## config.mk

```make
export PLATFORM = sky130hd
export DESIGN_NAME = rtts_retire_tagging
export DESIGN_NICKNAME = d
export VERILOG_FILES = /design/src/hw/rtts_pkg.sv /design/src/hw/rtts_retire_tagging.sv /design/src/hw/rtts_tag_store.sv
export SDC_FILE = /design/constraint.sdc
export NUM_CORES = 1
export LEC_CHECK = 0
export BUFFER_PORTS_ARGS = -buffer_cell sky130_fd_sc_hd__buf_2
export CAP_MARGIN = 0
export CORE_ASPECT_RATIO = 1.4
export CORE_UTILIZATION = 24
export DETAILED_ROUTE_END_ITERATION = 10
export PLACE_DENSITY = 0.42
export SLEW_MARGIN = 10
export SYNTH_ARGS = -nofsm -noshare
export SYNTH_HDL_FRONTEND = slang
export SYNTH_SLANG_ARGS = --single-unit
```

## constraint.sdc

```tcl
create_clock -name pclk -period 2.5 [get_ports pclk]
set_clock_uncertainty 0.2 [all_clocks]
set_input_delay 0.25 -clock pclk [delete_from_list [all_inputs] [get_ports pclk]]
set_output_delay 0.25 -clock pclk [all_outputs]
set_load 0.02 [all_outputs]
```

## src/hw/rtts_pkg.sv

```systemverilog
`default_nettype none
package rtts_pkg;
  // register byte offsets
  localparam logic [7:0] OFF_UOP_SEL    = 8'h00;
  localparam logic [7:0] OFF_EXEC_SEL   = 8'h04;
  localparam logic [7:0] OFF_MOVES_SEL  = 8'h08;
  localparam logic [7:0] OFF_SAMPLE_EN  = 8'h0C;
  localparam logic [7:0] OFF_MATRIX_SEL = 8'h10;
  localparam logic [7:0] OFF_XLATE_ONE  = 8'h14;
  localparam logic [7:0] OFF_XLATE_ZERO = 8'h18;
  localparam logic [7:0] OFF_MOB_SEL    = 8'h1C;
  localparam logic [7:0] OFF_RETIRE_SEL = 8'h20;
  localparam logic [7:0] OFF_CNT_FRONT  = 8'h24;
  localparam logic [7:0] OFF_CNT_EXEC   = 8'h28;
  localparam logic [7:0] OFF_CNT_REPLAY = 8'h2C;
  // event mask field sits in bits 24:9; mask bit n is register bit 9+n
  localparam int MASK_BASE        = 9;
  localparam int B_MARK_LOAD      = MASK_BASE + 1;
  localparam int B_MARK_STORE     = MASK_BASE + 2;
  localparam int B_ALL_OPS        = MASK_BASE + 15;
  localparam int B_PORT_ZERO      = MASK_BASE + 3;
  localparam int B_PORT_TWO       = MASK_BASE + 4;
  localparam int B_PARTIAL_FWD    = MASK_BASE + 4;
  localparam int B_MISALIGNED_FWD = MASK_BASE + 5;
  localparam int B_SPLIT_MASK     = MASK_BASE + 1;
  localparam int B_TAG_OP         = 4;
  localparam int TAG_VAL_LO       = 5;
  localparam int TAG_VAL_HI       = 8;
  localparam logic [3:0] TAG_VAL_MATCH = 4'h1;
  localparam int EVSEL_LO         = 25;
  localparam int EVSEL_HI         = 31;
  // event codes for the two port replay events (plain values)
  localparam logic [6:0] EV_LOAD_PORT_REPLAY  = 7'h04;
  localparam logic [6:0] EV_STORE_PORT_REPLAY = 7'h05;
  // sampling enable bits
  localparam int S_L1_MISS  = 0;
  localparam int S_L2_MISS  = 1;
  localparam int S_DTLB     = 2;
  localparam int S_MOB      = 9;
  localparam int S_SPLIT    = 10;
  localparam int S_MISPRA   = 15;
  localparam int S_MISPRB   = 16;
  localparam int S_ENA      = 24;
  localparam int S_ENB      = 25;
  // matrix bits
  localparam int M_LOADS    = 0;
  localparam int M_STORES   = 1;
  localparam int M_BRANCHES = 4;
  // retire select: count enable per path; bogus retirements never count
  localparam int R_FRONT    = 0;
  localparam int R_EXEC     = 1;
  localparam int R_REPLAY   = 2;
  localparam int NUM_PATHS  = 3;
  localparam logic [31:0] RESET_VAL = 32'h0000_0000;
  // operation classes for execution tagging
  typedef enum logic [2:0] {
    CLS_NONE, CLS_PACKED_SP, CLS_PACKED_DP, CLS_SCALAR_SP,
    CLS_SCALAR_DP, CLS_SIMD128, CLS_X87_FP, CLS_MOVES
  } rtts_class_t;
endpackage : rtts_pkg
`default_nettype wire

```

## src/hw/rtts_retire_tagging.sv

```systemverilog
`timescale 1ns/1ps
`default_nettype none
module rtts_retire_tagging #(
  parameter int DEPTH = 16,
  parameter int IDX_W = 4
) (
  // clock, reset, enable
  input  wire logic             pclk,
  input  wire logic             presetn,
  input  wire logic             ce,
  // apb slave
  input  wire logic             psel,
  input  wire logic             penable,
  input  wire logic             pwrite,
  input  wire logic [7:0]       paddr,
  input  wire logic [31:0]      pwdata,
  output logic      [31:0]      prdata,
  output logic                  pready,
  output logic                  pslverr,
  // operation seen upstream, where tags are set
  input  wire logic             up_valid,
  input  wire logic [IDX_W-1:0] up_idx,
  input  wire logic             up_is_load,
  input  wire logic             up_is_store,
  input  wire logic             up_is_branch,
  input  wire logic [2:0]       up_class,
  input  wire logic             up_untaggable,
  input  wire logic             up_l1_miss,
  input  wire logic             up_l2_fast_miss,
  input  wire logic             up_dtlb_miss,
  input  wire logic             up_split,
  input  wire logic             up_fwd_not_subset,
  input  wire logic             up_mispred,
  input  wire logic             fp_stack_fault,
  // retirement
  input  wire logic             ret_valid,
  input  wire logic [IDX_W-1:0] ret_idx,
  input  wire logic             ret_bogus
);
  function automatic logic hit(input logic [7:0] a, input logic [7:0] off);
    hit = (a == off);
  endfunction : hit

  logic [31:0] uop_sel_q, exec_sel_q, moves_sel_q, sample_en_q;
  logic [31:0] matrix_q, xlate_one_q, xlate_zero_q, mob_sel_q;
  logic [31:0] retire_sel_q;
  logic [31:0] cnt_q [rtts_pkg::NUM_PATHS];

  // refuse slot counts that the index cannot address
  if (DEPTH > (1 << IDX_W) || DEPTH < 1 || IDX_W < 1) begin : g_bad_slots
    $error("bad slot depth or index width");
  end

  // bus decode
  wire logic       acc      = psel && penable && ce;
  wire logic       wr_acc   = acc && pwrite;
  wire logic [7:0] a        = paddr;
  wire logic h_uop  = hit(a, rtts_pkg::OFF_UOP_SEL);
  wire logic h_exec = hit(a, rtts_pkg::OFF_EXEC_SEL);
  wire logic h_mov  = hit(a, rtts_pkg::OFF_MOVES_SEL);
  wire logic h_sen  = hit(a, rtts_pkg::OFF_SAMPLE_EN);
  wire logic h_mat  = hit(a, rtts_pkg::OFF_MATRIX_SEL);
  wire logic h_x1   = hit(a, rtts_pkg::OFF_XLATE_ONE);
  wire logic h_x0   = hit(a, rtts_pkg::OFF_XLATE_ZERO);
  wire logic h_mob  = hit(a, rtts_pkg::OFF_MOB_SEL);
  wire logic h_ret  = hit(a, rtts_pkg::OFF_RETIRE_SEL);
  wire logic h_cf   = hit(a, rtts_pkg::OFF_CNT_FRONT);
  wire logic h_ce   = hit(a, rtts_pkg::OFF_CNT_EXEC);
  wire logic h_cr   = hit(a, rtts_pkg::OFF_CNT_REPLAY);
  wire logic mapped = h_uop | h_exec | h_mov | h_sen | h_mat | h_x1 | h_x0 |
                      h_mob | h_ret | h_cf | h_ce | h_cr;

  assign pready  = ce;
  assign pslverr = psel && penable && !mapped;

  always_ff @(posedge pclk or negedge presetn) begin
    if (!presetn) begin
      prdata <= rtts_pkg::RESET_VAL;
    end else if (ce && psel && !penable && !pwrite) begin
      prdata <= h_uop ? uop_sel_q : h_exec ? exec_sel_q :
                h_mov ? moves_sel_q : h_sen ? sample_en_q :
                h_mat ? matrix_q : h_x1 ? xlate_one_q :
                h_x0 ? xlate_zero_q : h_mob ? mob_sel_q :
                h_ret ? retire_sel_q : h_cf ? cnt_q[0] :
                h_ce ? cnt_q[1] : h_cr ? cnt_q[2] : 32'h0000_0000;
    end
  end

  always_ff @(posedge pclk or negedge presetn) begin
    if (!presetn) begin
      uop_sel_q    <= rtts_pkg::RESET_VAL;
      exec_sel_q   <= rtts_pkg::RESET_VAL;
      moves_sel_q  <= rtts_pkg::RESET_VAL;
      sample_en_q  <= rtts_pkg::RESET_VAL;
      matrix_q     <= rtts_pkg::RESET_VAL;
      xlate_one_q  <= rtts_pkg::RESET_VAL;
      xlate_zero_q <= rtts_pkg::RESET_VAL;
      mob_sel_q    <= rtts_pkg::RESET_VAL;
      retire_sel_q <= rtts_pkg::RESET_VAL;
    end else if (wr_acc) begin
      if (h_uop)  uop_sel_q    <= pwdata;
      if (h_exec) exec_sel_q   <= pwdata;
      if (h_mov)  moves_sel_q  <= pwdata;
      if (h_sen)  sample_en_q  <= pwdata;
      if (h_mat)  matrix_q     <= pwdata;
      if (h_x1)   xlate_one_q  <= pwdata;
      if (h_x0)   xlate_zero_q <= pwdata;
      if (h_mob)  mob_sel_q    <= pwdata;
      if (h_ret)  retire_sel_q <= pwdata;
    end
  end

  // front-end tag
  wire logic front_tag = !fp_stack_fault && (
    (up_is_load  && uop_sel_q[rtts_pkg::B_MARK_LOAD]) ||
    (up_is_store && uop_sel_q[rtts_pkg::B_MARK_STORE]));

  // execution tag
  wire logic arith_cls = (up_class != rtts_pkg::CLS_NONE) &&
                         (up_class != rtts_pkg::CLS_MOVES);
  wire logic exec_arm = exec_sel_q[rtts_pkg::B_ALL_OPS] &&
    exec_sel_q[rtts_pkg::B_TAG_OP] &&
    exec_sel_q[rtts_pkg::TAG_VAL_HI:rtts_pkg::TAG_VAL_LO] ==
      rtts_pkg::TAG_VAL_MATCH;
  wire logic moves_arm = moves_sel_q[rtts_pkg::B_PORT_ZERO] &&
    moves_sel_q[rtts_pkg::B_PORT_TWO] &&
    moves_sel_q[rtts_pkg::B_TAG_OP] &&
    moves_sel_q[rtts_pkg::TAG_VAL_HI:rtts_pkg::TAG_VAL_LO] ==
      rtts_pkg::TAG_VAL_MATCH;
  wire logic exec_tag = (arith_cls && exec_arm) ||
    (up_class == rtts_pkg::CLS_MOVES && moves_arm);

  // replay tag
  wire logic mob_arm = mob_sel_q[rtts_pkg::B_PARTIAL_FWD] &&
                       mob_sel_q[rtts_pkg::B_MISALIGNED_FWD];
  wire logic split_load_mask = up_is_load && xlate_one_q[rtts_pkg::B_SPLIT_MASK] &&
    xlate_one_q[rtts_pkg::EVSEL_HI:rtts_pkg::EVSEL_LO] ==
      rtts_pkg::EV_LOAD_PORT_REPLAY;
  wire logic split_store_mask = up_is_store &&
    xlate_zero_q[rtts_pkg::B_SPLIT_MASK] &&
    xlate_zero_q[rtts_pkg::EVSEL_HI:rtts_pkg::EVSEL_LO] ==
      rtts_pkg::EV_STORE_PORT_REPLAY;
  wire logic metric_hit =
    (sample_en_q[rtts_pkg::S_L1_MISS] && up_l1_miss) ||
    (sample_en_q[rtts_pkg::S_L2_MISS] && up_l2_fast_miss) ||
    (sample_en_q[rtts_pkg::S_DTLB] && up_dtlb_miss) ||
    (sample_en_q[rtts_pkg::S_MOB] && mob_arm && up_fwd_not_subset) ||
    (sample_en_q[rtts_pkg::S_SPLIT] && up_split && (split_load_mask || split_store_mask)) ||
    (sample_en_q[rtts_pkg::S_MISPRA] && sample_en_q[rtts_pkg::S_MISPRB] &&
     up_mispred);
  wire logic matrix_hit = (matrix_q[rtts_pkg::M_LOADS] && up_is_load) ||
    (matrix_q[rtts_pkg::M_STORES] && up_is_store) ||
    (matrix_q[rtts_pkg::M_BRANCHES] && up_is_branch);
  wire logic replay_tag = sample_en_q[rtts_pkg::S_ENA] &&
    sample_en_q[rtts_pkg::S_ENB] && metric_hit && matrix_hit;

  wire logic [2:0] new_tags = up_untaggable ? 3'h0 :
    {replay_tag, exec_tag, front_tag};
  wire logic [2:0] ret_tags;

  rtts_tag_store #(
    .DEPTH (DEPTH),
    .WIDTH (rtts_pkg::NUM_PATHS),
    .IDX_W (IDX_W)
  ) u_tags (
    .pclk    (pclk),
    .presetn (presetn),
    .ce      (ce),
    .wr_en   (up_valid),
    .wr_idx  (up_idx),
    .wr_tags (new_tags),
    .rd_en   (ret_valid),
    .rd_idx  (ret_idx),
    .rd_tags (ret_tags)
  );

  wire logic [2:0] bump = (ret_valid && !ret_bogus) ?
    (ret_tags & retire_sel_q[2:0]) : 3'h0;
  wire logic [2:0] clr  = wr_acc ? {h_cr, h_ce, h_cf} : 3'h0;

  for (genvar p = 0; p < rtts_pkg::NUM_PATHS; p++) begin : g_cnt
    always_ff @(posedge pclk or negedge presetn) begin
      if (!presetn) begin
        cnt_q[p] <= rtts_pkg::RESET_VAL;
      end else if (ce && bump[p]) begin
        cnt_q[p] <= clr[p] ? 32'h0000_0001 : cnt_q[p] + 32'h0000_0001;
      end else if (ce && clr[p]) begin
        cnt_q[p] <= 32'h0000_0000;
      end
    end
  end

  // assertions
  a_untag_silent: assert property (
    @(posedge pclk) disable iff (!presetn)
    up_valid && up_untaggable && ce && !(ret_valid && ret_idx == up_idx)
    |=> ret_tags == 3'h0 || ret_idx != $past(up_idx))
    else $error("untaggable operation kept a tag");
  a_fault_no_front: assert property (
    @(posedge pclk) disable iff (!presetn)
    fp_stack_fault |-> !new_tags[0])
    else $error("front tag set during stack fault");
  a_l2_fast_only: assert property (
    @(posedge pclk) disable iff (!presetn)
    new_tags[2] && !up_l1_miss && !up_dtlb_miss && !up_split &&
    !up_fwd_not_subset && !up_mispred |-> up_l2_fast_miss)
    else $error("replay tag without a cause");
  a_mob_subset: assert property (
    @(posedge pclk) disable iff (!presetn)
    new_tags[2] && sample_en_q == 32'h0300_0200 |->
      up_fwd_not_subset && mob_arm)
    else $error("ordering replay tagged without cause");
  a_count_bogus: assert property (
    @(posedge pclk) disable iff (!presetn)
    ce && ret_valid && ret_bogus && !(wr_acc && (h_cf | h_ce | h_cr))
    |=> $stable(cnt_q[0]) && $stable(cnt_q[1]) && $stable(cnt_q[2]))
    else $error("bogus retirement counted");
  a_count_step: assert property (
    @(posedge pclk) disable iff (!presetn)
    ce && bump[0] && !clr[0] |=> cnt_q[0] == $past(cnt_q[0]) + 32'h0000_0001)
    else $error("front count did not step by one");
endmodule : rtts_retire_tagging
`default_nettype wire

```

## src/hw/rtts_tag_store.sv

```systemverilog
`timescale 1ns/1ps
`default_nettype none
module rtts_tag_store #(
  parameter int DEPTH = 16,
  parameter int WIDTH = 3,
  parameter int IDX_W = 4
) (
  // clock, reset and enable
  input  wire logic             pclk,
  input  wire logic             presetn,
  input  wire logic             ce,
  // tag write
  input  wire logic             wr_en,
  input  wire logic [IDX_W-1:0] wr_idx,
  input  wire logic [WIDTH-1:0] wr_tags,
  // tag read at retirement, entry is freed
  input  wire logic             rd_en,
  input  wire logic [IDX_W-1:0] rd_idx,
  output logic      [WIDTH-1:0] rd_tags
);
  logic [WIDTH-1:0] mem_q [DEPTH];

  // refuse a depth that the index cannot address
  if (DEPTH > (1 << IDX_W) || DEPTH < 1) begin : g_bad_depth
    $error("bad tag store depth");
  end

  assign rd_tags = mem_q[rd_idx];

  for (genvar i = 0; i < DEPTH; i++) begin : g_entry
    wire logic hit_wr = wr_en && (wr_idx == IDX_W'(i));
    wire logic hit_rd = rd_en && (rd_idx == IDX_W'(i));
    always_ff @(posedge pclk or negedge presetn) begin
      if (!presetn) begin
        mem_q[i] <= '0;
      end else if (ce && hit_wr) begin
        mem_q[i] <= wr_tags;
      end else if (ce && hit_rd) begin
        mem_q[i] <= '0;
      end
    end
  end
endmodule : rtts_tag_store
`default_nettype wire

```

; After elaboration in Yosys (flattened, before gate mapping)
; Cells that the tools add are included.
[word_totals]
register_bits = 464
out_inout_bits = 34
word_cells = 308
[op_classes]
add_sub_neg = 3
n_lt_le_gt_ge = 1
eq_ne = 47
muxes = 59
bitwise = 13
n_reduce_logical = 156
[ops]
columns = operator, count
row1 = $mux W32, 21
row2 = $mux W3, 37
row3 = $logic_and A1 B1 Y1, 109
row4 = $add A32 B1 Y32 const B, 3
row5 = $eq A4 B4 Y1 const B, 16
row6 = $reduce_bool A2 Y1, 19
row7 = $eq A4 B3 Y1 const B, 8
row8 = $eq A8 B5 Y1 const B, 4
row9 = $eq A8 B6 Y1 const B, 4
row10 = $reduce_and A2 Y1, 9
row11 = $eq A4 B1 Y1 const B, 4
row12 = $eq A4 B2 Y1 const B, 4
row13 = $eq A8 B4 Y1 const B, 2
row14 = $eq A7 B3 Y1 const B, 2
row15 = $bmux W3 S4, 1
row16 = $or A1 B1 Y1, 11
row17 = $logic_or A1 B1 Y1, 10
row18 = $eq A8 B3 Y1 const B, 1
row19 = $logic_not A4 Y1, 2
row20 = $logic_not A8 Y1, 1
row21 = $ge A5 B5 Y1 const B, 1
row22 = $logic_not A1 Y1, 5
row23 = $not A4 Y5, 1
row24 = $and A3 B3 Y3, 1
row25 = 3 further kinds, 3

; Logic depth before layout (Yosys ltp)
; Gate-level depths: netlist of run 1.
[depth]
word_depth = 14
ltp_mapped = 9

; Modules after synthesis
; Synthesis of run 1 repeated with hierarchy kept, for this count alone.
[unflattened]
hier_cells = 2230
hier_area_um2 = 23789.1
[modules_own_cells]
columns = module, n_inst, cells_each, area_each_um2, seq_area_each_um2
row1 = rtts_retire_tagging, 1, 1949, 21100.2, 10410.0
row2 = rtts_tag_store, 1, 281, 2688.8, 1201.2

; Worst setup path before layout of run 1
; No wires, ideal clock.
[synth_timing]
path_type = input to register
from = input port paddr[2]
to = register prdata[13]
setup_ns = 0.139
arrival_time_ns = 1.900
setup_slack_ns = 0.262
cell_stages = 6
path_buffers = 2
cell_sequence = buf_2 buf_2 mux4_2 a22o_1 a2111oi_0 a21oi_1
[synth_between]
elab_chain_cells = 13
[synth_rtl]
columns = element, line_no
row1 = from (decl), rtts_retire_tagging.sv:15  ; input wire logic [7:0] paddr,
row2 = $eq A8 B6 Y1, rtts_retire_tagging.sv:41  ; hit = (a == off);
row3 = $mux W32 (2 in series), rtts_retire_tagging.sv:85  ; h_ce ? cnt_q[1] : h_cr ? cnt_q[2] : 32'h0000_0000;
row4 = $mux W32 (2 in series), rtts_retire_tagging.sv:84  ; h_ret ? retire_sel_q : h_cf ? cnt_q[0] :
row5 = $mux W32 (2 in series), rtts_retire_tagging.sv:83  ; h_x0 ? xlate_zero_q : h_mob ? mob_sel_q :
row6 = $mux W32 (2 in series), rtts_retire_tagging.sv:82  ; h_mat ? matrix_q : h_x1 ? xlate_one_q :
row7 = $mux W32 (2 in series), rtts_retire_tagging.sv:81  ; h_mov ? moves_sel_q : h_sen ? sample_en_q :
row8 = $mux W32, rtts_retire_tagging.sv:80  ; prdata <= h_uop ? uop_sel_q : h_exec ? exec_sel_q :
row9 = $mux W32 (*), rtts_retire_tagging.sv:80
row10 = to (signal assigned), rtts_retire_tagging.sv:78  ; prdata <= rtts_pkg::RESET_VAL;
row11 = to (signal assigned), rtts_retire_tagging.sv:80
row12 = to (decl), rtts_retire_tagging.sv:17  ; output logic [31:0] prdata,
; Every way passes the cells marked *; elsewhere a longest branch is shown, timed or not.
; A chain may end at the register's enable or synchronous reset.

; Worst setup path after layout of run 1
[layout_timing]
from = input port psel
to = register prdata[24]
[layout_between]
elab_chain_cells = 3
[layout_rtl]
columns = element, line_no
row1 = from (decl), rtts_retire_tagging.sv:12  ; input wire logic psel,
row2 = $logic_and A1 B1 Y1 (3 in series), rtts_retire_tagging.sv:79  ; end else if (ce && psel && !penable && !pwrite) begin
; No other way between the ends.

==> Flow_metrics.wiki, run 1 <==
{| class="wikitable"
! Metric !! Value
|-
| Max clock buf depth || 3
|-
| Starting utilization of the core area || 0.2431
|-
| Static Leakage || roughly 13 nW
|-
| Final design instance area without fill || about 28000 um2
|-
| Cell accounting for the most synthesized area || dfrtp_1
|-
| Number of antenna violations at the first check in global routing || 4
|-
| Post-DP Area || 26380 um2
|-
| Net total in the final layout || about 2300
|-
| Worst max-slew margin expressed relative to the limit || 0.4354
|-
| Worst-path clk slew || 70 ps
|-
| Die outline height || 367.4 um
|-
| PortBufs || approximately 100
|-
| Area fraction of the dominant cell type after synthesis || 0.5072
|-
| Gp weighted congestion || approximately 0.83
|-
| Dpl hpwl || slightly below 60 mm
|-
| Synth Instances || 1960
|-
| CTS Buf Count || 50
|-
| Post-Syn Area || ~23000 um2
|-
| Flip-flop cell with the highest count after synthesis || dfrtp_1
|-
| Global-route congestion overflow total || 0
|-
| DRC violations left || 0
|-
| Ports || 105
|-
| CP required || ~2800 ps
|-
| Number of vias per cell after detailed routing || slightly above 5
|-
| Synth area leaders || dfrtp_1 (51%), mux2_2 (14%), mux2i_1 (3.5%)
|-
| Final total negative setup slack || 0 ps
|-
| Max Fanout on Critical Path || 12
|-
| Portion of the post-synthesis area used by sequential elements || 0.5072
|-
| Most repeated cell in the gate-level netlist after synthesis || dfrtp_1
|-
| Wire length of the first global-routing pass || 122.1 mm
|-
| Synth Net Count || approximately 2000
|-
| Share of final-layout standard cells stronger than drive strength 1 || 0.3171
|-
| Hold_ws || around 48 ps
|-
| Total number of vias || 17570
|-
| Layout-stage area growth over the synthesis result || 24.05%
|-
| Warnings from Yosys || 0
|-
| Source-to-sink clock delay at the later pin of the worst-skew pair || 610 ps
|-
| Startpoint types || input pin
|-
| Number of buffers inserted to repair setup after CTS || 0
|-
| Area of the core || 94190 um2
|-
| Crit path time final || between 2000 and 2500 ps
|-
| Kind of critical path || in -> reg
|-
| Critical path data arrival time || 2720 ps
|-
| Areal power density over the cells || between 500 and 600 nW/um2
|-
| CTS tree || done
|-
| Root buffer cell || clkbuf_16
|-
| Max-cap violation count || 0
|-
| Global-route total usage across every layer || 0.1675
|-
| Async S/R FF share, synth || 1.000
|-
| Number of routed nets with antenna violations || 0
|-
| Final clock period utilization by the worst path || 0.9843
|-
| Fmax achieved || 0.4064 GHz
|-
| Worst-Margin Slew || about 830 ps
|-
| DRC marker count from the first detailed-route iteration || approximately 1000
|-
| DIE WIDTH || 263.0 um
|-
| Maximum level of the CTS H-tree || 2
|-
| Outcome || completed
|-
| Number of optimization iterations in the first detailed-route pass || 5
|-
| HP Class || in -> reg
|-
| Commonest cells in the netlist || dfrtp_1 (464), mux2_2 (291), nand2_1 (130)
|-
| Total detailed-routing wirelength || 80.93 mm
|-
| Pwr Total || about 0.017 W
|-
| Unrepaired setup endpoints after global routing || no
|-
| Synth Area per Inst || 11.68 um2
|-
| Worst supply voltage drop on vdd || ~0.48 mV
|-
| Number of placement rows || approximately 130
|-
| Mean routed wirelength per cell || ~23 um
|-
| Final hold violation count || 0
|-
| Final max-slew violation count || 0
|-
| Number of clock sinks || 464
|-
| Count of state elements after synthesis || approximately 460
|-
| Crit end category || flop
|-
| Pin count of the biggest net entering global routing || between 70 and 80
|-
| Synth cell types || 74
|-
| Via count of the first global-routing pass || between 15000 and 20000
|-
| EDFF count, synth || 0
|-
| DIE AREA || around 97000 um2
|-
| Endpoints failing setup || 0
|}
[final cells by class]
| cell class | instances | area, um2 |
|---|---|---|
| multi-input combinational | 1350 | 10710 |
| inverter | 18 | 67.56 |
| tap | 1215 | 1520 |
| fill | 9710 | 65790 |
| clock inverter | 9 | 173.9 |
| antenna | 2 | 5.005 |
| timing repair buffer | 330 | 2865 |
| sequential | 464 | 11610 |
| clock buffer | 74 | 1451 |
[metrics by stage]
stage / util / worst slack (ps) / instances
3_5_place_dp: 0.2801 / -405.7 / 3339
2_1_floorplan: - / 261.7 / 1960
3_3_place_gp: 0.2801 / -391.3 / 3339
4_1_cts: 0.3014 / 5.236 / 3460
6_report: 0.3015 / 39.22 / 3462
5_1_grt: 0.3015 / 3.561 / 3460
[cells by family (layout without fill, tap and decap cells)]
group / Yosys count / count (layout) / share of synthesized area
AND/OR/NAND/NOR: 514 / 514 / 0.1176
flip-flops: 464 / 464 / 0.5072
AO/OA/AOI/OAI: 428 / 428 / 0.1347
multiplexers: 402 / 402 / 0.2088
buffers and inverters: 146 / 431 / 0.02902
adder cells (fa/ha/maj): 3 / 3 / 0.001640
XOR/XNOR: 3 / 3 / 0.001148
other: 0 / 2 / 0
[per-layer routing]
metal / global-route usage / up-vias / routed length (um)
met5: 0 / - / 13
met4: 0.06388 / 2 / 3084
met3: 0.02112 / 117 / 3198
met2: 0.2934 / 389 / 40920
met1: 0.2083 / 9082 / 33720
li1: - / 7976 / -
[final timing paths]
check,startpoint,depth (start not counted),slack (ps),end
max in group asynchronous,presetn,3,1200,sample_en_q[15]
min,up_idx[3],4,50,u_tags.mem_q[41]
max,psel,8,40,prdata[24]
min reg2reg,u_tags.mem_q[22],1,300,u_tags.mem_q[22]
max reg2reg,u_tags.mem_q[40],7,110,cnt_q[50]
min in group asynchronous,presetn,2,80,exec_sel_q[0]
[sequential cells by signal, indices dropped and copies added (netlist names)]
register and flops:
prdata 32, exec_sel_q 32, cnt_q 96, xlate_one_q 32, matrix_q 32, u_tags.mem_q 48, uop_sel_q 32, sample_en_q 32
xlate_zero_q 32, retire_sel_q 32, moves_sel_q 32, mob_sel_q 32
[repair_timing]
item                       in CTS  in global routing
hold buffers                   38                  0
setup endpoints to repair       0                  6
hold endpoints to repair      619                  0
gates resized for setup         0                  1
[where the power goes]
part / switching [W] / internal [W] / leakage, nW
Combinational: 0.000818 / 0.000461 / 5.63
Clock: 0.00321 / 0.00440 / 0.795
Sequential: 0.0000935 / 0.00764 / 6.41
Total: 0.00412 / 0.0125 / 12.8
[placed cells by master, fill, tap and decap left out, types with 25 or more instances in the layout]
cell type / n
nand2_1: 126
mux2_2: 291
o22ai_1: 31
o31ai_1: 39
nand2b_1: 30
mux4_2: 30
o21ai_0: 29
buf_12: 43
dlygate4sd3_1: 38
dfrtp_1: 464
mux2i_1: 80
a22o_1: 78
nor2_1: 90
clkbuf_16: 50
buf_4: 147
or4_1: 41
nand4_1: 38
buf_2: 101
nor3_1: 36
a2111oi_0: 25
a21oi_1: 120
nand3_1: 55
[worst max-delay path: stages]
cell,delay (ps)
dlygate4sd3_1,610
buf_2,180
nor4bb_4,360
o21ai_2,170
buf_4,190
buf_12,150
a2111oi_0,660
a21oi_1,140
Power figures use the tool's default switching activity.
==> run 2, diff against run 1 <==
--- a/config.mk
+++ b/config.mk
@@ -5,6 +5,7 @@
 export SDC_FILE = /design/constraint.sdc
 export NUM_CORES = 1
 export LEC_CHECK = 0
+export ABC_AREA = 1
 export BUFFER_PORTS_ARGS = -buffer_cell sky130_fd_sc_hd__buf_2
 export CAP_MARGIN = 0
 export CORE_ASPECT_RATIO = 1.4
==> Flow_metrics.wiki, run 2 <==
{| class="wikitable"
! Metric !! Value
|-
| Worst supply voltage drop on vdd || 0.4989 mV (+3.2%)
|-
| Gp weighted congestion || 0.9063 (+9.8%)
|-
| Number of routed nets with antenna violations || 0 (unchanged)
|-
| Async S/R FF share, synth || 1.000 (unchanged)
|-
| Buffers plus inverters on the worst setup path || 3 (-1)
|-
| Kind of critical path || reg -> reg
|-
| Fmax achieved || 0.4144 GHz (+2.0%)
|-
| Total number of vias || 21160 (+20%)
|-
| Max-cap violation count || 0 (unchanged)
|-
| Critical path data arrival time || 2770 ps (+50 ps)
|-
| Via count of the first global-routing pass || 21330 (+16%)
|-
| DIE WIDTH || 267.7 um (+1.8%)
|-
| Number of antenna violations at the first check in global routing || 1 (-3)
|-
| CTS Buf Count || 51 (+2.0%)
|-
| Largest registers in the final layout || cnt_q: 96 flops, u_tags.mem_q: 48 flops
|-
| Commonest cells after routing, fill and taps aside || nand2_1 (899), dfrtp_1 (463), o21ai_0 (353)
|-
| Static Leakage || 12.80 nW (-0.34%)
|-
| Slowest stage delay, CP || 530 ps (-130 ps)
|-
| Unrepaired setup endpoints after global routing || yes
|-
| Max FFs per register || 96 (unchanged)
|-
| DIE AREA || 100100 um2 (+3.6%)
|-
| Register with the highest flop count || cnt_q
|-
| Cell accounting for the most synthesized area || dfrtp_1
|-
| Post-DP Area || 26400 um2 (about the same)
|-
| Die outline height || 374 um (+1.8%)
|-
| Area of the core || 98010 um2 (+4.1%)
|-
| Starting utilization of the core area || 0.2420 (-0.001025)
|-
| Crit end category || flop
|-
| DRC marker count from the first detailed-route iteration || 1544 (+53%)
|-
| Total detailed-routing wirelength || 87.63 mm (+8.3%)
|-
| Number of optimization iterations in the first detailed-route pass || 8 (+3)
|-
| Most repeated cell in the gate-level netlist after synthesis || nand2_1
|-
| PortBufs || 104 (unchanged)
|-
| Crit path time final || 2413 ps (-47.75 ps)
|-
| Number of placement rows || 136 (+2.3%)
|-
| Synth cell types || 38 (-49%)
|-
| Worst max-slew margin expressed relative to the limit || 0.4511 (+0.01570)
|-
| Area fraction of the dominant cell type after synthesis || 0.4895 (-0.01774)
|-
| Source-to-sink clock delay at the later pin of the worst-skew pair || 630 ps (+20 ps)
|-
| Net total in the final layout || 3359 (+47%)
|-
| HP Class || in -> reg
|-
| Final clock period utilization by the worst path || 0.9652 (-0.01910)
|-
| CTS tree || done
|-
| Mean routed wirelength per cell || 18.89 um (-19%)
|-
| Ports || 105 (unchanged)
|-
| Fraction of synthesized cell area in xor and xnor cells || 0.02658 (+0.02543)
|-
| Adder-cell share of the synthesized area || 0.001582 (-0.00005733)
|-
| Hold_ws || 43.48 ps (-4.615 ps)
|-
| Family with the most delay on the worst path || buffers and inverters
|-
| Number of vias per cell after detailed routing || 4.563 (-10%)
|-
| Cells along the critical path || nor4_4 > buf_4 > nand4_1 > nand2_1 > nand3_1 > nand4_1 > buf_12 > nand3_1 > nand2_1 > dlygate4sd3_1
|-
| Post-Syn Area || 23720 um2 (+3.6%)
|-
| Worst setup startpoint || xlate_zero_q[26]
|-
| Synth area leaders || dfrtp_1 (49%), nand2_1 (14%), o21ai_0 (7.4%)
|-
| Failing checks || design-rule violations
|-
| Slowest cell on crit path || dlygate4sd3_1
|-
| Final hold violation count || 0 (unchanged)
|-
| Dpl hpwl || 61.38 mm (+6.3%)
|-
| Commonest non-fill, non-tap cell in the layout || nand2_1
|-
| Layout-stage area growth over the synthesis result || 21.64%
|-
| Final max-slew violation count || 0 (unchanged)
|-
| Synth Instances || 3127 (+60%)
|-
| Startpoint types || flop
|-
| Count of antenna diodes in the layout || 0 (-2)
|-
| Outcome || finished with violations
|-
| Wire length of the first global-routing pass || 134.4 mm (+10%)
|-
| Synth Net Count || 3201 (+57%)
|-
| Fraction of the mapped netlist area in compound gates || 0.1126 (-0.02206)
|-
| Worst-path clk slew || 70 ps (about the same)
|-
| Global-route congestion overflow total || 0 (unchanged)
|-
| Count of state elements after synthesis || 464 (unchanged)
|-
| Max Fanout on Critical Path || 8 (-4)
|-
| Pwr Total || 0.01689 W (+1.6%)
|-
| Flip-flop cell with the highest count after synthesis || dfrtp_1
|-
| Endpoints failing setup || 0 (unchanged)
|-
| Portion of the post-synthesis area used by sequential elements || 0.4895 (-0.01774)
|-
| Global-route total usage across every layer || 0.1767 (+0.009245)
|-
| Maximum level of the CTS H-tree || 2 (unchanged)
|-
| Worst-Margin Slew || 822.2 ps (-3.399 ps)
|-
| Areal power density over the cells || 585.3 nW/um2 (about the same)
|-
| DRC violations left || 1 (+1)
|-
| Pin count of the biggest net entering global routing || 65 (-14%)
|-
| Final total negative setup slack || 0 ps (unchanged)
|-
| Post-layout utilization of the core || 0.2944 (-0.007124)
|-
| Share of final-layout standard cells stronger than drive strength 1 || 0.1130 (-0.2041)
|-
| Number of clock sinks || 464 (unchanged)
|-
| Largest family of logic cells by synthesized area || simple AND/OR/NAND/NOR gates
|-
| Share of synthesized area spent on multiplexers || 0 (-0.2088)
|-
| Root buffer cell || clkbuf_16
|-
| Launching point of the worst reg2reg path || xlate_zero_q[26]
|-
| Max clock buf depth || 3 (unchanged)
|-
| Commonest cells in the netlist || nand2_1 (905), dfrtp_1 (464), o21ai_0 (353)
|-
| CP required || 2860 ps (+100 ps)
|-
| EDFF count, synth || 0 (unchanged)
|-
| Final design instance area without fill || 28860 um2 (+1.6%)
|-
| Post-synthesis simple-gate area fraction || 0.2907 (+0.1732)
|-
| Hold Startpoint || ret_bogus
|-
| Synth Area per Inst || 7.586 um2 (-35%)
|-
| Warnings from Yosys || 0 (unchanged)
|}
-- run 2: area by class of cell --
class,count,area (um2)
repair buffers,262,2297
multi-input cells,2202,10340
well taps,1311,1640
inverters,304,1141
clock inverters,20,285.3
clock buffers,75,1538
flip-flops and latches,464,11610
fillers,10790,69160
-- run 2: path summary, 6_finish.rpt --
check                                   end  slack, ps  cells after the start
max                        u_tags.mem_q[11]         90                     10
min                                cnt_q[0]         40                      6
max reg2reg                u_tags.mem_q[11]         90                     10
min reg2reg                xlate_zero_q[14]        270                      2
max in group asynchronous   u_tags.mem_q[8]       1570                      3
min in group asynchronous        prdata[17]        150                      3
-- run 2: through the flow --
step                std cells  setup WS, ps
floorplan                3127         614.4
global placement         4486        -495.1
detailed placement       4486        -476.3
CTS                      4628         31.77
global route             4638        -28.67
finish                   4638         86.97
-- run 2: logic make-up after synthesis --
logic type               after synthesis
AO/OA/AOI/OAI                        502
XOR/XNOR                              72
adder cells (fa/ha/maj)                3
buffers and inverters                461
flip-flops                           464
AND/OR/NAND/NOR                     1625
-- run 2: worst min-delay path, stage by stage --
cell     delay (ps)
buf_2            70
or2_2           160
nor2_1           50
nand2_1         150
xnor2_1          90
inv_1            50
-- run 2: what timing repair did --
action	4_1_cts	5_1_grt
setup endpoints to repair	1	3
buffers inserted	0	10
hold buffers	47	0
pin swaps	0	3
hold endpoints to repair	796	0
cloned	0	1
resized for setup	2	12
-- run 2: routing by layer --
metal | track usage | wire length (um)
met5 | 0 | 10
met4 | 0.05337 | 2574
met3 | 0.02027 | 2824
met2 | 0.3111 | 44190
met1 | 0.2237 | 38030
-- run 2: power breakdown --
group          switching (W)  internal [W]
clock network        0.00342       0.00481
registers           0.000103       0.00766
logic               0.000594      0.000298
total                0.00412        0.0128
==> run 3, diff against run 2 <==
--- a/config.mk
+++ b/config.mk
@@ -9,9 +9,11 @@
 export BUFFER_PORTS_ARGS = -buffer_cell sky130_fd_sc_hd__buf_2
 export CAP_MARGIN = 0
 export CORE_ASPECT_RATIO = 1.4
+export CORE_MARGIN = 2
 export CORE_UTILIZATION = 24
 export DETAILED_ROUTE_END_ITERATION = 10
 export PLACE_DENSITY = 0.42
+export REMOVE_ABC_BUFFERS = 1
 export SLEW_MARGIN = 10
 export SYNTH_ARGS = -nofsm -noshare
 export SYNTH_HDL_FRONTEND = slang
==> Flow_metrics.wiki, run 3 (same netlist as run 2, synthesis figures left out) <==
{| class="wikitable"
! Metric !! Value
|-
| Mean routed wirelength per cell || 19.19 um (+1.6%)
|-
| Final clock period utilization by the worst path || 0.9750 (+0.009828)
|-
| Number of optimization iterations in the first detailed-route pass || 5 (-3)
|-
| Total detailed-routing wirelength || 89.30 mm (+1.9%)
|-
| Number of placement rows || 136 (unchanged)
|-
| Dpl hpwl || 64.12 mm (+4.5%)
|-
| HP Class || in -> reg
|-
| Cells along the critical path || buf_2 > inv_1 > nand2_1 > nor2_4 > buf_12 > nand2_1 > inv_1 > nor2_1 > nand4_1 > nor4_4 > buf_4 > buf_2
|-
| Max FFs per register || 96 (unchanged)
|-
| Final setup margin || 62.40 ps (-24.57 ps)
|-
| Pwr Total || 0.01661 W (-1.7%)
|-
| Die outline height || 376 um (+0.53%)
|-
| Slowest cell on crit path || nor4_4
|-
| Number of routed nets with antenna violations || 0 (unchanged)
|-
| Launching point of the worst reg2reg path || cnt_q[71]
|-
| Max Fanout on Critical Path || 31 (+23)
|-
| Count of placed standard cells including taps || 4513 (+0.60%)
|-
| Worst-path clk slew || 60 ps (about the same)
|-
| Dpl ws || -206.4 ps (+269.9 ps)
|-
| Hold Startpoint || up_untaggable
|-
| Static Leakage || 12.86 nW (+0.45%)
|-
| Number of vias per cell after detailed routing || 4.595 (+0.70%)
|-
| Kind of critical path || in -> out
|-
| DRC violations left || 0 (-1)
|-
| Count of cells along the worst hold path || 5 (-1)
|-
| Crit path time final || 2438 ps (+24.57 ps)
|-
| Final design instance area without fill || 28910 um2 (+0.20%)
|-
| Root buffer cell || clkbuf_16
|-
| Area of the core || 98010 um2 (unchanged)
|-
| PortBufs || 104 (unchanged)
|-
| Net total in the final layout || 3382 (+0.68%)
|-
| DIE AREA || 101400 um2 (+1.3%)
|-
| Startpoint types || input pin
|-
| Share of final-layout standard cells stronger than drive strength 1 || 0.1161 (+0.003083)
|-
| Final Non-Filler Cells || 4653 (+0.32%)
|-
| Commonest cells after routing, fill and taps aside || nand2_1 (899), dfrtp_1 (464), o21ai_0 (353)
|-
| Slowest stage delay, CP || 430 ps (-100 ps)
|-
| Worst supply voltage drop on vdd || 0.4700 mV (-5.8%)
|-
| Maximum level of the CTS H-tree || 2 (unchanged)
|-
| Outcome || completed
|-
| Areal power density over the cells || 574.4 nW/um2 (-1.9%)
|-
| Ports || 105 (unchanged)
|-
| Number of antenna violations at the first check in global routing || 0 (-1)
|-
| Critical path data arrival time || 1990 ps (-780 ps)
|-
| Commonest non-fill, non-tap cell in the layout || nand2_1
|-
| Worst-Margin Slew || 840.9 ps (+18.75 ps)
|-
| Global-route total usage across every layer || 0.1741 (-0.002650)
|-
| Max clock buf depth || 3 (unchanged)
|-
| Crit end category || primary output
|-
| Gp weighted congestion || 0.8904 (-1.8%)
|-
| Worst max-slew margin expressed relative to the limit || 0.4388 (-0.01230)
|-
| Hold endpoint || u_tags.mem_q[0]
|-
| Filler cell count in the final layout || 10820 (+0.27%)
|-
| Via count of the first global-routing pass || 21540 (+0.96%)
|-
| Global-route congestion overflow total || 0 (unchanged)
|-
| DRC marker count from the first detailed-route iteration || 1418 (-8.2%)
|-
| Endpoints failing setup || 0 (unchanged)
|-
| Starting utilization of the core area || 0.2420 (unchanged)
|-
| Count of antenna diodes in the layout || 0 (unchanged)
|-
| CP required || 2050 ps (-810 ps)
|-
| CTS tree || done
|-
| Post-DP Area || 26630 um2 (+0.88%)
|-
| Reg2Reg Depth || 9 (-1)
|-
| Pin count of the biggest net entering global routing || 67 (+3.1%)
|-
| Total number of vias || 21380 (+1.0%)
|-
| Wire length of the first global-routing pass || 135.9 mm (+1.2%)
|-
| Number of clock sinks || 464 (unchanged)
|-
| Layout-stage area growth over the synthesis result || 21.88%
|-
| Reg-to-reg critical path endpoint || cnt_q[90]
|-
| DIE WIDTH || 269.7 um (+0.75%)
|-
| Largest registers in the final layout || cnt_q: 96 flops, u_tags.mem_q: 48 flops
|-
| Final max-slew violation count || 0 (unchanged)
|-
| Register-to-Register Setup Slack || 200 ps (+110 ps)
|-
| Register with the highest flop count || cnt_q
|-
| Fmax achieved || 0.4102 GHz (-1.0%)
|-
| Source-to-sink clock delay at the later pin of the worst-skew pair || 620 ps (about the same)
|-
| Final hold violation count || 0 (unchanged)
|-
| Max-cap violation count || 0 (unchanged)
|-
| CTS Buf Count || 49 (-3.9%)
|-
| Hold_ws || 36.13 ps (-7.347 ps)
|}
[run 3: worst max-delay path, delay by kind of cell]
kind                   cells  cell delay [ps]
and+or+nand+nor            6             1030
buffers and inverters      6              690
[run 3: per-stage QoR]
step	setup TNS [ps]	utilization
after floorplan	-314620	-
after global placement	-19330	0.2716
after detailed placement	-365.3	0.2717
after CTS	0	0.2938
after global routing	-24.47	0.2950
final	0	0.2950
[run 3: final cells by class]
type / count / area, um2 / share of cell area
clock buffers: 67 / 1424 / 0.04925
flip-flops and latches: 464 / 11610 / 0.4016
well taps: 1311 / 1640 / 0.05673
inverters: 304 / 1141 / 0.03947
repair buffers: 286 / 2494 / 0.08625
multi-input cells: 2203 / 10330 / 0.3573
clock inverters: 18 / 272.8 / 0.009434
[run 3: timing repair]
| action | 4_1_cts | 5_1_grt |
|---|---|---|
| buffers inserted | 0 | 9 |
| resized for setup | 1 | 6 |
| hold buffers | 45 | 0 |
| pin swaps | 0 | 3 |
| setup endpoints to repair | 1 | 1 |
| hold endpoints to repair | 710 | 0 |
| gates cloned | 0 | 1 |
[run 3: worst max-delay path by stage]
| stage | startpoint | to | slack, ps | cells after the start |
|---|---|---|---|---|
| 2_1_floorplan | paddr[7] | uop_sel_q[0] | -2110 | 5 |
| 3_3_place_gp | paddr[0] | cnt_q[76] | -500 | 10 |
| 3_5_place_dp | paddr[0] | pslverr | -210 | 12 |
| 4_1_cts | paddr[0] | pslverr | 20 | 12 |
| 5_1_grt | paddr[7] | pslverr | -20 | 12 |
| 6_report | paddr[6] | pslverr | 60 | 12 |
[run 3: report_power, final]
part	switching, W	internal, W	total, W
Combinational	0.000592	0.000309	0.000901
Sequential	0.000113	0.00766	0.00777
Clock	0.00326	0.00468	0.00794
Total	0.00396	0.0126	0.0166
[run 3: routing by layer]
metal	vias up	routed length, um	global-route usage	share of wire
li1	10540	-	-	-
met1	10400	37630	0.2107	0.42
met2	327	45970	0.3191	0.51
met3	114	2319	0.01517	0.026
met4	0	3376	0.06551	0.038
met5	-	0	0	0
